===== src/design/drpd_map.svh =====
/*
  register offsets, field positions, reset values and timing counts of the
  rank power-down controller. assumes inclusion by bare name.
*/
`ifndef DRPD_MAP_SVH
`define DRPD_MAP_SVH

`define DRPD_ADDR_W 4
`define DRPD_OFF_PDCFG 4'h0
`define DRPD_OFF_RANKCFG 4'h1
`define DRPD_OFF_LANECFG 4'h2
`define DRPD_OFF_CTRL 4'h3
`define DRPD_OFF_STATUS 4'h4
`define DRPD_TYPE_HI 15
`define DRPD_TYPE_LO 12
`define DRPD_THR_HI 11
`define DRPD_THR_LO 0
`define DRPD_TYPE_NONE 4'h0
`define DRPD_TYPE_OPEN 4'h1
`define DRPD_TYPE_CLOSED 4'h2
`define DRPD_THR_RESET 12'h040
`define DRPD_CLK_MHZ 100
`define DRPD_TXP_NS 8
`define DRPD_TXP_CYC ((`DRPD_TXP_NS * `DRPD_CLK_MHZ + 999) / 1000)
`define DRPD_RANKS 4
`define DRPD_QDEPTH 4
`define DRPD_ROW_W 8
`define DRPD_SCR_SEED 16'hace1

`endif


===== src/design/drpd_pkg.sv =====
/*
  types of the rank power-down controller.
  assumes drpd_map.svh is on the include path.
*/
package drpd_pkg;
  typedef enum logic [1:0] {drpd_awake, drpd_closing, drpd_asleep, drpd_waking} drpd_state_t;
  typedef struct packed {
    logic [1:0] rank;
    logic [7:0] row;
    logic write;
  } drpd_req_t;
  typedef struct packed {
    logic [3:0] sleep_type_field;
    logic [11:0] idle_threshold_field;
  } drpd_cfg_t;
endpackage


===== src/design/drpd_ctrl.sv =====
/*
  rank power-down controller: open-page request reordering, data scrambling,
  lane remap options, unpopulated rank tri-state and per-rank cke power-down.
  assumes one 100 mhz clock, requests from logic on the same clock and a
  command sink that accepts one issued request per cycle while ready is high.
*/
`timescale 1ns/1ps
`default_nettype none
`include "drpd_map.svh"

// Behaviour
// - pending hits to an open page issue first, back to back
// - write data scrambled, read data descrambled with a running pattern
// - ddr5 byte lanes may swap inside pairs 0-1 and 2-3
// - lpddr5 ca and cs order reversible per x16 sub-channel
// - lpddr4x ca order mirrorable per x16 sub-channel
// - unpopulated rank stops driving clock, odt and cs; cke only once its tri-state bit is set
// - all ranks populated after reset; tri-state only once software enables it
// - four cke outputs, one per rank
// - config bits 15:12 select the sleep type
// - config bits 11:0 hold the idle threshold in command clocks
// - one idle counter per rank, restarted on each arriving request
// - idle time restarts on request arrival and counts only while nothing is queued for the rank
// - cke drops once the threshold is reached and nothing is queued
// - open-page sleep keeps pages open, waits txp on exit
// - closed-bank sleep precharges first, pages closed after wake, waits txp
// - reset type is open-page sleep on low-power variants, else none
// - config writable at run time unless register lock is set
// - ranks wake for refresh and return to sleep afterwards
// - cke stays low after reset until software releases it
module drpd_ctrl import drpd_pkg::*; #(
  parameter bit LOW_POWER_VARIANT = 1'b1
) (
  input wire logic ref_clk_in,
  input wire logic nrst_in,
  input wire logic [`DRPD_ADDR_W-1:0] addr_in,
  input wire logic [15:0] wdata_in,
  input wire logic wr_in,
  input wire logic rd_in,
  output logic [15:0] rdata_out,
  input wire logic req_valid_in,
  input wire drpd_req_t req_in,
  output logic req_ready_out,
  output logic issue_valid_out,
  output drpd_req_t issue_out,
  input wire logic issue_ready_in,
  input wire logic refresh_req_in,
  output logic refresh_go_out,
  input wire logic [31:0] wr_data_in,
  output logic [31:0] dq_out,
  input wire logic [31:0] dq_in,
  output logic [31:0] rd_data_out,
  input wire logic [7:0] ca_in,
  output logic [7:0] ca_out,
  output logic [3:0] cke_out,
  output logic [3:0] cke_oe_out,
  output logic [3:0] ctl_oe_out
);
  localparam logic [3:0] RESET_TYPE = LOW_POWER_VARIANT ? `DRPD_TYPE_OPEN : `DRPD_TYPE_NONE;

  drpd_cfg_t cfg;
  logic [3:0] unpopulated;
  logic [3:0] tristate_en;
  logic [7:0] lane_cfg;
  logic lock;
  logic released;
  drpd_req_t queue [`DRPD_QDEPTH];
  logic [`DRPD_QDEPTH-1:0] q_valid;
  logic [3:0] page_open;
  logic [7:0] open_row [`DRPD_RANKS];
  logic [11:0] idle_cnt [`DRPD_RANKS];
  drpd_state_t pd_state [`DRPD_RANKS];
  logic [3:0] rank_busy;
  logic [3:0] rank_awake;
  logic [1:0] pick;
  logic pick_ok;
  logic [1:0] free_slot;
  logic free_ok;
  logic [15:0] lfsr;
  logic [3:0] sleep_type;
  logic [3:0] wake_all;

  // unknown sleep codes fold to none
  always_comb begin
    sleep_type = cfg.sleep_type_field;
    if (sleep_type != `DRPD_TYPE_OPEN && sleep_type != `DRPD_TYPE_CLOSED) begin
      sleep_type = `DRPD_TYPE_NONE;
    end
  end

  // register writes; lock freezes all configuration
  always_ff @(posedge ref_clk_in or negedge nrst_in) begin
    if (!nrst_in) begin
      cfg <= {RESET_TYPE, `DRPD_THR_RESET};
      unpopulated <= 4'h0;
      tristate_en <= 4'h0;
      lane_cfg <= 8'h00;
      lock <= 1'b0;
      released <= 1'b0;
    end else if (wr_in && !lock) begin
      unique case (addr_in)
        `DRPD_OFF_PDCFG: begin
          cfg <= wdata_in;
          released <= 1'b1;
        end
        `DRPD_OFF_RANKCFG: begin
          unpopulated <= wdata_in[3:0];
          tristate_en <= wdata_in[7:4];
        end
        `DRPD_OFF_LANECFG: lane_cfg <= wdata_in[7:0];
        `DRPD_OFF_CTRL: lock <= wdata_in[0];
        default: begin
        end
      endcase
    end
  end

  // read data one cycle after the strobe, zero otherwise
  always_ff @(posedge ref_clk_in or negedge nrst_in) begin
    if (!nrst_in) begin
      rdata_out <= 16'h0000;
    end else if (rd_in) begin
      unique case (addr_in)
        `DRPD_OFF_PDCFG: rdata_out <= cfg;
        `DRPD_OFF_RANKCFG: rdata_out <= {8'h00, tristate_en, unpopulated};
        `DRPD_OFF_LANECFG: rdata_out <= {8'h00, lane_cfg};
        `DRPD_OFF_CTRL: rdata_out <= {15'h0000, lock};
        `DRPD_OFF_STATUS: rdata_out <= {4'h0, page_open, rank_awake, cke_out};
        default: rdata_out <= 16'h0000;
      endcase
    end else begin
      rdata_out <= 16'h0000;
    end
  end

  // pick an open-page hit for an awake rank before any other entry
  always_comb begin
    pick = 2'd0;
    pick_ok = 1'b0;
    free_slot = 2'd0;
    free_ok = 1'b0;
    for (int i = `DRPD_QDEPTH - 1; i >= 0; i--) begin
      if (q_valid[i] && rank_awake[queue[i].rank] && !pick_ok) begin
        pick = 2'(i);
        pick_ok = 1'b1;
      end
      if (!q_valid[i]) begin
        free_slot = 2'(i);
        free_ok = 1'b1;
      end
    end
    for (int i = `DRPD_QDEPTH - 1; i >= 0; i--) begin
      if (q_valid[i] && rank_awake[queue[i].rank] && page_open[queue[i].rank]
          && open_row[queue[i].rank] == queue[i].row) begin
        pick = 2'(i);
        pick_ok = 1'b1;
      end
    end
  end

  assign req_ready_out = free_ok;
  assign issue_valid_out = pick_ok;
  assign issue_out = queue[pick];
  assign refresh_go_out = refresh_req_in && (&rank_awake);

  // pending request store
  always_ff @(posedge ref_clk_in or negedge nrst_in) begin
    if (!nrst_in) begin
      q_valid <= '0;
      for (int i = 0; i < `DRPD_QDEPTH; i++) begin
        queue[i] <= '0;
      end
    end else begin
      if (pick_ok && issue_ready_in) begin
        q_valid[pick] <= 1'b0;
      end
      if (req_valid_in && free_ok) begin
        q_valid[free_slot] <= 1'b1;
        queue[free_slot] <= req_in;
      end
    end
  end

  // per-rank idle counter, page tracking and sleep state
  genvar r;
  generate
    for (r = 0; r < `DRPD_RANKS; r++) begin : g_rank
      logic arrive;
      logic queued;
      logic expired;
      logic [3:0] txp_cnt;
      always_comb begin
        queued = 1'b0;
        for (int i = 0; i < `DRPD_QDEPTH; i++) begin
          if (q_valid[i] && queue[i].rank == 2'(r)) begin
            queued = 1'b1;
          end
        end
      end
      assign arrive = req_valid_in && free_ok && req_in.rank == 2'(r);
      assign rank_busy[r] = queued || arrive;
      assign expired = idle_cnt[r] >= cfg.idle_threshold_field;
      assign rank_awake[r] = pd_state[r] == drpd_awake;
      assign wake_all[r] = refresh_req_in;

      // idle count restarts on arrival and holds while the rank has a queued entry
      always_ff @(posedge ref_clk_in or negedge nrst_in) begin
        if (!nrst_in) begin
          idle_cnt[r] <= 12'h000;
        end else if (arrive) begin
          idle_cnt[r] <= 12'h000;
        end else if (!queued && !expired) begin
          idle_cnt[r] <= idle_cnt[r] + 12'h001;
        end
      end

      // open page tracking: issued rows open, closed-bank sleep closes all
      always_ff @(posedge ref_clk_in or negedge nrst_in) begin
        if (!nrst_in) begin
          page_open[r] <= 1'b0;
          open_row[r] <= 8'h00;
        end else if (pd_state[r] == drpd_closing) begin
          page_open[r] <= 1'b0;
        end else if (pick_ok && issue_ready_in && issue_out.rank == 2'(r)) begin
          page_open[r] <= 1'b1;
          open_row[r] <= issue_out.row;
        end
      end

      // sleep sequence with txp wait on wake
      always_ff @(posedge ref_clk_in or negedge nrst_in) begin
        if (!nrst_in) begin
          pd_state[r] <= drpd_awake;
          txp_cnt <= 4'h0;
        end else begin
          unique case (pd_state[r])
            drpd_awake: begin
              if (expired && !rank_busy[r] && !wake_all[r] && released
                  && sleep_type == `DRPD_TYPE_OPEN) begin
                pd_state[r] <= drpd_asleep;
              end else if (expired && !rank_busy[r] && !wake_all[r] && released
                  && sleep_type == `DRPD_TYPE_CLOSED) begin
                pd_state[r] <= drpd_closing;
              end
            end
            drpd_closing: pd_state[r] <= drpd_asleep;
            drpd_asleep: begin
              if (rank_busy[r] || wake_all[r] || sleep_type == `DRPD_TYPE_NONE) begin
                pd_state[r] <= drpd_waking;
                txp_cnt <= 4'(`DRPD_TXP_CYC);
              end
            end
            drpd_waking: begin
              if (txp_cnt <= 4'h1) begin
                pd_state[r] <= drpd_awake;
              end
              txp_cnt <= txp_cnt - 4'h1;
            end
          endcase
        end
      end

      // cke low until released, low while asleep; ctl drive off for empty ranks, cke drive off only once tri-state is set
      always_ff @(posedge ref_clk_in or negedge nrst_in) begin
        if (!nrst_in) begin
          cke_out[r] <= 1'b0;
          cke_oe_out[r] <= 1'b1;
          ctl_oe_out[r] <= 1'b1;
        end else begin
          cke_out[r] <= released && pd_state[r] != drpd_asleep;
          cke_oe_out[r] <= !(unpopulated[r] && tristate_en[r]);
          ctl_oe_out[r] <= !unpopulated[r];
        end
      end
    end
  endgenerate

  // scrambler pattern advances once per data beat
  always_ff @(posedge ref_clk_in or negedge nrst_in) begin
    if (!nrst_in) begin
      lfsr <= `DRPD_SCR_SEED;
    end else begin
      lfsr <= {lfsr[14:0], lfsr[15] ^ lfsr[13] ^ lfsr[12] ^ lfsr[10]};
    end
  end

  // byte pair swap and scramble on write, inverse on read
  logic [31:0] wr_swapped;
  logic [31:0] rd_unscr;
  always_comb begin
    wr_swapped = wr_data_in;
    rd_unscr = dq_in ^ {lfsr, lfsr};
    if (lane_cfg[0]) begin
      wr_swapped = {wr_data_in[23:16], wr_data_in[31:24], wr_data_in[7:0], wr_data_in[15:8]};
      rd_unscr = {rd_unscr[23:16], rd_unscr[31:24], rd_unscr[7:0], rd_unscr[15:8]};
    end
  end

  always_ff @(posedge ref_clk_in or negedge nrst_in) begin
    if (!nrst_in) begin
      dq_out <= 32'h00000000;
      rd_data_out <= 32'h00000000;
    end else begin
      dq_out <= wr_swapped ^ {lfsr, lfsr};
      rd_data_out <= rd_unscr;
    end
  end

  // ca order reversal per sub-channel nibble: bits 1 and 3 lpddr5 ca/cs, bits 2 and 4 lpddr4x mirror
  always_ff @(posedge ref_clk_in or negedge nrst_in) begin
    if (!nrst_in) begin
      ca_out <= 8'h00;
    end else begin
      for (int s = 0; s < 2; s++) begin
        for (int b = 0; b < 4; b++) begin
          ca_out[s*4+b] <= (lane_cfg[1+s*2] || lane_cfg[2+s*2]) ? ca_in[s*4+3-b] : ca_in[s*4+b];
        end
      end
    end
  end
endmodule
`default_nettype wire


===== config.mk =====
export PLATFORM = sky130hd
export DESIGN_NAME = drpd_ctrl
export DESIGN_NICKNAME = d
export VERILOG_FILES = /design/src/design/drpd_pkg.sv /design/src/design/drpd_ctrl.sv
export VERILOG_INCLUDE_DIRS = /design/src /design/src/design
export SDC_FILE = /design/constraint.sdc
export NUM_CORES = 1
export LEC_CHECK = 0
export BUFFER_PORTS_ARGS = -buffer_cell sky130_fd_sc_hd__buf_4
export CORE_ASPECT_RATIO = 2
export CORE_MARGIN = 3
export CORE_UTILIZATION = 40
export CTS_CLUSTER_DIAMETER = 120
export CTS_CLUSTER_SIZE = 28
export DETAILED_ROUTE_END_ITERATION = 10
export PLACE_DENSITY = 0.66
export SLEW_MARGIN = 20
export SYNTH_ARGS = -nofsm -noshare
export SYNTH_HDL_FRONTEND = slang
export SYNTH_SLANG_ARGS = --single-unit

===== constraint.sdc =====
create_clock -name ref_clk_in -period 3.5 [get_ports ref_clk_in]
set_input_delay 0.35 -clock ref_clk_in [delete_from_list [all_inputs] [get_ports ref_clk_in]]
set_output_delay 0.35 -clock ref_clk_in [all_outputs]
set_load 0.03 [all_outputs]

# Word-level counts from Yosys, hierarchy flattened
# Index checks and enable logic that the tools add are counted.
# W data, S select, Z words.
[totals]
ff_bits = 306
out_inout_bits = 114
inputBits = 110
[op_classes]
order_cmp = 23
n_reduce_logical = 159
n_addsub = 8
bitwise = 18
mux = 137
n_eq_ne = 58
[op_table]
columns = ["cell", "count"]
rows = [
  ["$mux W12", 8],
  ["$pmux W16 S5", 1],
  ["$logic_and A1 B1 Y1", 79],
  ["$bmux W8 S2", 4],
  ["$mux W32", 2],
  ["$mux W8", 8],
  ["$xor A32 B32 Y32", 2],
  ["$mux W2", 28],
  ["$mux W1", 54],
  ["$add A12 B1 Y12 const B", 4],
  ["$ge A12 B12 Y1", 4],
  ["$bwmux W44", 1],
  ["$eq A2 B2 Y1 const B", 20],
  ["$mux W11", 3],
  ["$eq A8 B8 Y1", 4],
  ["$pmux W2 S4", 4],
  ["$pmux W4 S2", 4],
  ["$mux W4", 7],
  ["$logic_not A1 Y1", 25],
  ["$ne A2 B2 Y1 const B", 12],
  ["$reduce_and A2 Y1", 12],
  ["$reduce_bool A2 Y1", 12],
  ["$bmux W11 S2", 1],
  ["$demux W11 S2", 1],
  ["27 further kinds", 103],
]

# Logic depth before layout (Yosys ltp)
[logic_depth]
ltp_word = 27
ltp_mapped = 14
mapped_depth_nobuf = 13

# Least setup slack after synthesis
# OpenSTA, ideal clock, no wires.
[synth_timing]
kind = "flip-flop to flip-flop"
start = "register queue[43] in the netlist's numbering"
end = "register open_row[24] in the netlist's numbering"
arrival_time_ns = 3.500
stages_incl_launch_ff = 13
slack_ns = -0.125
t_required_ns = 3.375
period_less_slack_ns = 3.625
path_buffers = 2
cell_sequence = "dfrtp_1 -> buf_2 -> buf_1 -> mux4_2 -> xnor2_1 -> nand4_1 -> a211oi_4 -> nor2_2 -> a32o_1 -> a221oi_4 -> inv_2 -> nor4_4 -> mux2_2"
[synth_lines]
columns = ["element", "line_no", "rtl"]
rows = [
  ["start, declared", "drpd_ctrl.sv:67", "drpd_req_t queue [`DRPD_QDEPTH];"],
  ["start signal, assigned by index", "drpd_ctrl.sv:179", "queue[free_slot] <= req_in;"],
  ["end signal, assigned by index", "drpd_ctrl.sv:226", "open_row[r] <= issue_out.row;"],
  ["end, declared", "drpd_ctrl.sv:70", "logic [7:0] open_row [`DRPD_RANKS];"],
]

==> impl_results.rst <==
.. list-table::
   :header-rows: 1

   * - Metric
     - Value
   * - Outcome
     - finished with violations
   * - Violations in the final reports
     - negative setup slack
   * - Register clock-pin slew on the reported worst setup and hold paths
     - between 0.1 and 0.15 ns
   * - Top-level port count
     - about 220
   * - Share of flip-flops with an asynchronous set or reset
     - 1.00
   * - Total CTS buffers
     - 14
   * - Power dissipated by switching net loads
     - around 7.5 mW
   * - Worst clock skew on the final layout
     - ~0.026 ns
   * - Pin count of the biggest net entering global routing
     - roughly 110
   * - Final TNS setup
     - -3.06 ns
   * - Ranking of synthesized cells by instance count
     - dfrtp_1, mux2_2, nand2_1, nor2_1, xnor2_1
   * - Number of cells on the worst reg-to-reg path
     - 15
   * - Endpoint, Worst Hold
     - cfg[8]$_DFFE_PN0P_
   * - Number of antenna-violating nets in the routed design
     - 0
   * - Share of post-route cells with drive strength above 1
     - 0.320
   * - Via density per instance
     - between 5 and 6
   * - Largest delay contributor family on the critical path
     - compound AO/OA/AOI/OAI gates
   * - Cell Int Power
     - ~10 mW
   * - Number of standard cells in the layout, taps in and fillers out
     - between 2,000 and 2,500
   * - Total of buffers placed on input and output ports
     - 223
   * - # H-tree levels
     - 1
   * - Final Net Count
     - 1,893
   * - Worst R2R Start
     - queue[31]$_DFFE_PN0P_
   * - Worst path setup slack after routing
     - -0.191 ns
   * - Number of antenna diodes
     - 0
   * - Met3 wire length
     - ~1600 um
   * - Mapped Nets
     - 1,605
   * - Worst R2R End
     - open_row[31]$_DFFE_PN0P_
   * - Height of the die
     - 289 um
   * - Top cell by count, worst path
     - buf_6
   * - Total track usage
     - 0.214
   * - Fillcell total
     - 3,603
   * - Number of sinks on the clock net
     - 306
   * - Placement row count
     - between 100 and 150
   * - CTS tree
     - done
   * - Post-Syn Area
     - 16,000 um^2
   * - Hold Fails Final Rpt
     - 0
   * - Max_slew headroom
     - 0.348
   * - Number of antenna violations at the first check in global routing
     - 0
   * - Part of the total power dissipated in the clock network
     - 0.110
   * - Die footprint
     - about 43,000 um^2
   * - Met2 routed WL
     - roughly 26,000 um
   * - Count of endpoints failing setup in the final report
     - 33
   * - Startpoint of the tightest hold check path
     - wdata_in[8]
   * - Data arrival at the endpoint of the critical path
     - 3.34 ns
   * - Peak per-stage delay on the critical path
     - about 0.47 ns
   * - Worst reg-to-reg setup slack
     - -0.14 ns
   * - Total DRC errors in the routed layout
     - 0
   * - Slew at the pin with the worst max-slew slack
     - roughly 1 ns
   * - CP startpoint kind
     - flip-flop
   * - Number of cells on the worst hold path
     - 2
   * - Post-DP HPWL
     - 35,700 um
   * - Cell with the largest stage delay on the worst path
     - dfrtp_2
   * - Peak fanout along the critical path
     - 5
   * - Area grow syn2layout
     - 23.5%
   * - Synth area leader
     - dfrtp_1
   * - Total placed instance area
     - around 19,000 um^2
   * - Routed met1 length
     - between 15,000 and 20,000 um
   * - Most area-consuming cells after synthesis
     - dfrtp_1, mux2_2, ha_1
   * - Total count of max-transition violations in the final report
     - 0
   * - Critical setup path kind
     - reg2out
   * - First DRT Iteration DRCs
     - between 500 and 600
   * - Top cell type's share of synthesized area
     - 0.450
   * - Worst min path class
     - in2reg
   * - Static leakage
     - 9.09 nW
   * - Worst-Skew Late Latency
     - approximately 0.54 ns
   * - Layout Utilization
     - 0.500
   * - Maximum buffer depth of the clock tree
     - 3
   * - WHS
     - approximately 0.038 ns
   * - Chain of cells forming the critical path
     - buf_12, buf_16, mux2i_1, xnor2_1, or4_1, a211oi_2, nor4_2, buf_4, buf_6, a32o_2, a221o_1, buf_6
   * - Post-synthesis instance total
     - about 1,400
   * - Data required, critical path
     - between 3 and 4 ns
   * - Number of enable flip-flop cells after synthesis
     - 0
   * - Power density over the cells
     - a little under 900 nW/um^2
   * - Width of the chip
     - roughly 150 um
   * - F_max
     - roughly 0.27 GHz
   * - Number of global-route vias before repair
     - 13,000
   * - Worst vdd ir
     - about 0.57 mV
   * - Seq cells post-synth
     - a little over 300
   * - Synth warnings
     - 0
   * - Cell total after placement
     - approximately 2,200
   * - Sequential share of the synthesized area
     - 0.479
   * - Global-route wire length before repair
     - 71,600 um
   * - Number of buffers and inverters on the critical path
     - 5
   * - Synth Flop Type
     - dfrtp_1
   * - Total via count after detailed routing
     - 12,300
   * - Clock root buffer
     - clkbuf_16
   * - Sum of overflow across all layers after global routing
     - 0
   * - Sequential Power Share
     - 0.318
   * - Final critical path time including I/O delays and setup
     - 3.69 ns
   * - Weighted congestion at the end of routability-driven global placement
     - 0.934
   * - Mean routed wirelength per cell
     - between 20 and 25 um
   * - Total wire length after detailed routing
     - ~46,000 um
   * - Count of TritonRoute iterations in the first routing pass
     - 5
   * - Starting density of the core
     - 0.405
   * - Post-synthesis average cell area
     - between 10 and 15 um^2
   * - Final Instance Area
     - 19,800 um^2
   * - Switch share
     - 0.421
   * - Combinational fraction of design power
     - 0.572
   * - Setup repair after global routing missed its margin
     - true
   * - Final clock period utilization by the worst path
     - 1.05
   * - Kind of end point of the critical path
     - primary output
   * - Most instantiated library cell after synthesis
     - dfrtp_1
   * - Std-Cell Core Area
     - about 40,000 um^2
   * - Max Used Layer
     - met4
   * - Netlist cell types
     - a little over 70
   * - Number of max-capacitance violations reported
     - 0
state kept, by name (all words and copies together), names as in the netlist, 8 cells and up:
name,cells
idle_cnt,48
cfg,16
dq_out,32
lfsr,16
rd_data_out,32
ca_out,8
g_rank.txp_cnt,16
pd_state,8
queue,44
rdata_out,16
lane_cfg,8
open_row,32
per-layer routing:
layer,up-vias,GRT usage
met3,148,0.0224
met1,6182,0.212
met4,0,0.127
met2,322,0.421
li1,5626,-
met5,-,0
cell type report:
class,instances,area [um^2],area share
Multi-Input combinational cell,984,8090,0.409
Sequential cell,306,7690,0.388
Timing Repair Buffer,327,2690,0.136
Tap cell,525,657,0.0332
Clock buffer,21,387,0.0195
Inverter,70,265,0.0134
Clock inverter,1,16.3,0.000822
layout by cell type, fill, tap and decap left out, drive strengths merged, types with 21 or more instances in the layout:
cell,Yosys,final
buf,21,325
dfrtp,288,288
mux2,117,117
nand2,86,86
nor2,85,85
xnor2,82,82
ha,80,80
a21oi,74,74
mux2i,74,74
inv,70,70
o21ai,53,53
xor2,33,33
nand3,27,27
clkbuf,34,22
a21o,21,21
cell families (layout without fill, tap and decap cells):
logic type,after synthesis,count (layout),synth area share
compound gates,247,247,0.106
xor+xnor,115,115,0.0628
fa+ha+maj,80,80,0.0625
buf+inv,125,419,0.0304
flops,306,306,0.479
mux,209,209,0.154
simple gates,333,333,0.105
worst reg2reg max path, cell delays in order (launching register included):
cell and delay, ns:
dfrtp_2 0.43, mux4_2 0.55, xnor2_2 0.20, nand3_2 0.13, a2111oi_4 0.44, nor2_2 0.14, buf_6 0.17, nand2_2 0.08
o21ai_2 0.07, a221oi_4 0.25, inv_2 0.08, buf_6 0.14, nor4_4 0.28, buf_4 0.16, buf_12 0.13, mux2_4 0.31
power groups by stage:
stage	Combinational, mW	Sequential [mW]	Clock, mW
5_1_grt	10.9	5.76	2.09
6_report	10.1	5.64	1.94
4_1_cts	10.0	5.60	2.00
2_1_floorplan	5.55	5.60	0
3_5_place_dp	8.93	5.69	0
3_3_place_gp	8.77	5.65	0
stage by stage:
stage,total power [mW],setup slack [ns]
floorplan,11.1,0.00561
global placement,14.4,-0.0389
detailed placement,14.6,-0.0533
CTS,17.6,-0.202
global route,18.7,-0.322
finish,17.7,-0.191
worst max path at each step:
stage	from	endpoint	slack, ns	cells after the start
after detailed placement	queue[31]$_DFFE_PN0P_	open_row[31]$_DFFE_PN0P_	-0.05	13
after global routing	queue[31]$_DFFE_PN0P_	open_row[26]$_DFFE_PN0P_	-0.32	15
after global placement	queue[31]$_DFFE_PN0P_	open_row[24]$_DFFE_PN0P_	-0.04	13
final	queue[21]$_DFFE_PN0P_	issue_out[2]	-0.19	12
after CTS	queue[21]$_DFFE_PN0P_	issue_out[6]	-0.20	11
after floorplan	queue[42]$_DFFE_PN0P_	open_row[24]$_DFFE_PN0P_	0.006	11
what timing repair did:
| action | 4_1_cts | 5_1_grt |
|---|---|---|
| gates resized for setup | 56 | 20 |
| hold buffers | 1 | 0 |
| buffers inserted | 24 | 3 |
| cloned | 2 | 1 |
| pin swaps | 13 | 11 |
| endpoints found under the hold margin | 101 | 0 |
| setup endpoints to repair | 41 | 59 |
(Power assumes the default switching activity.)
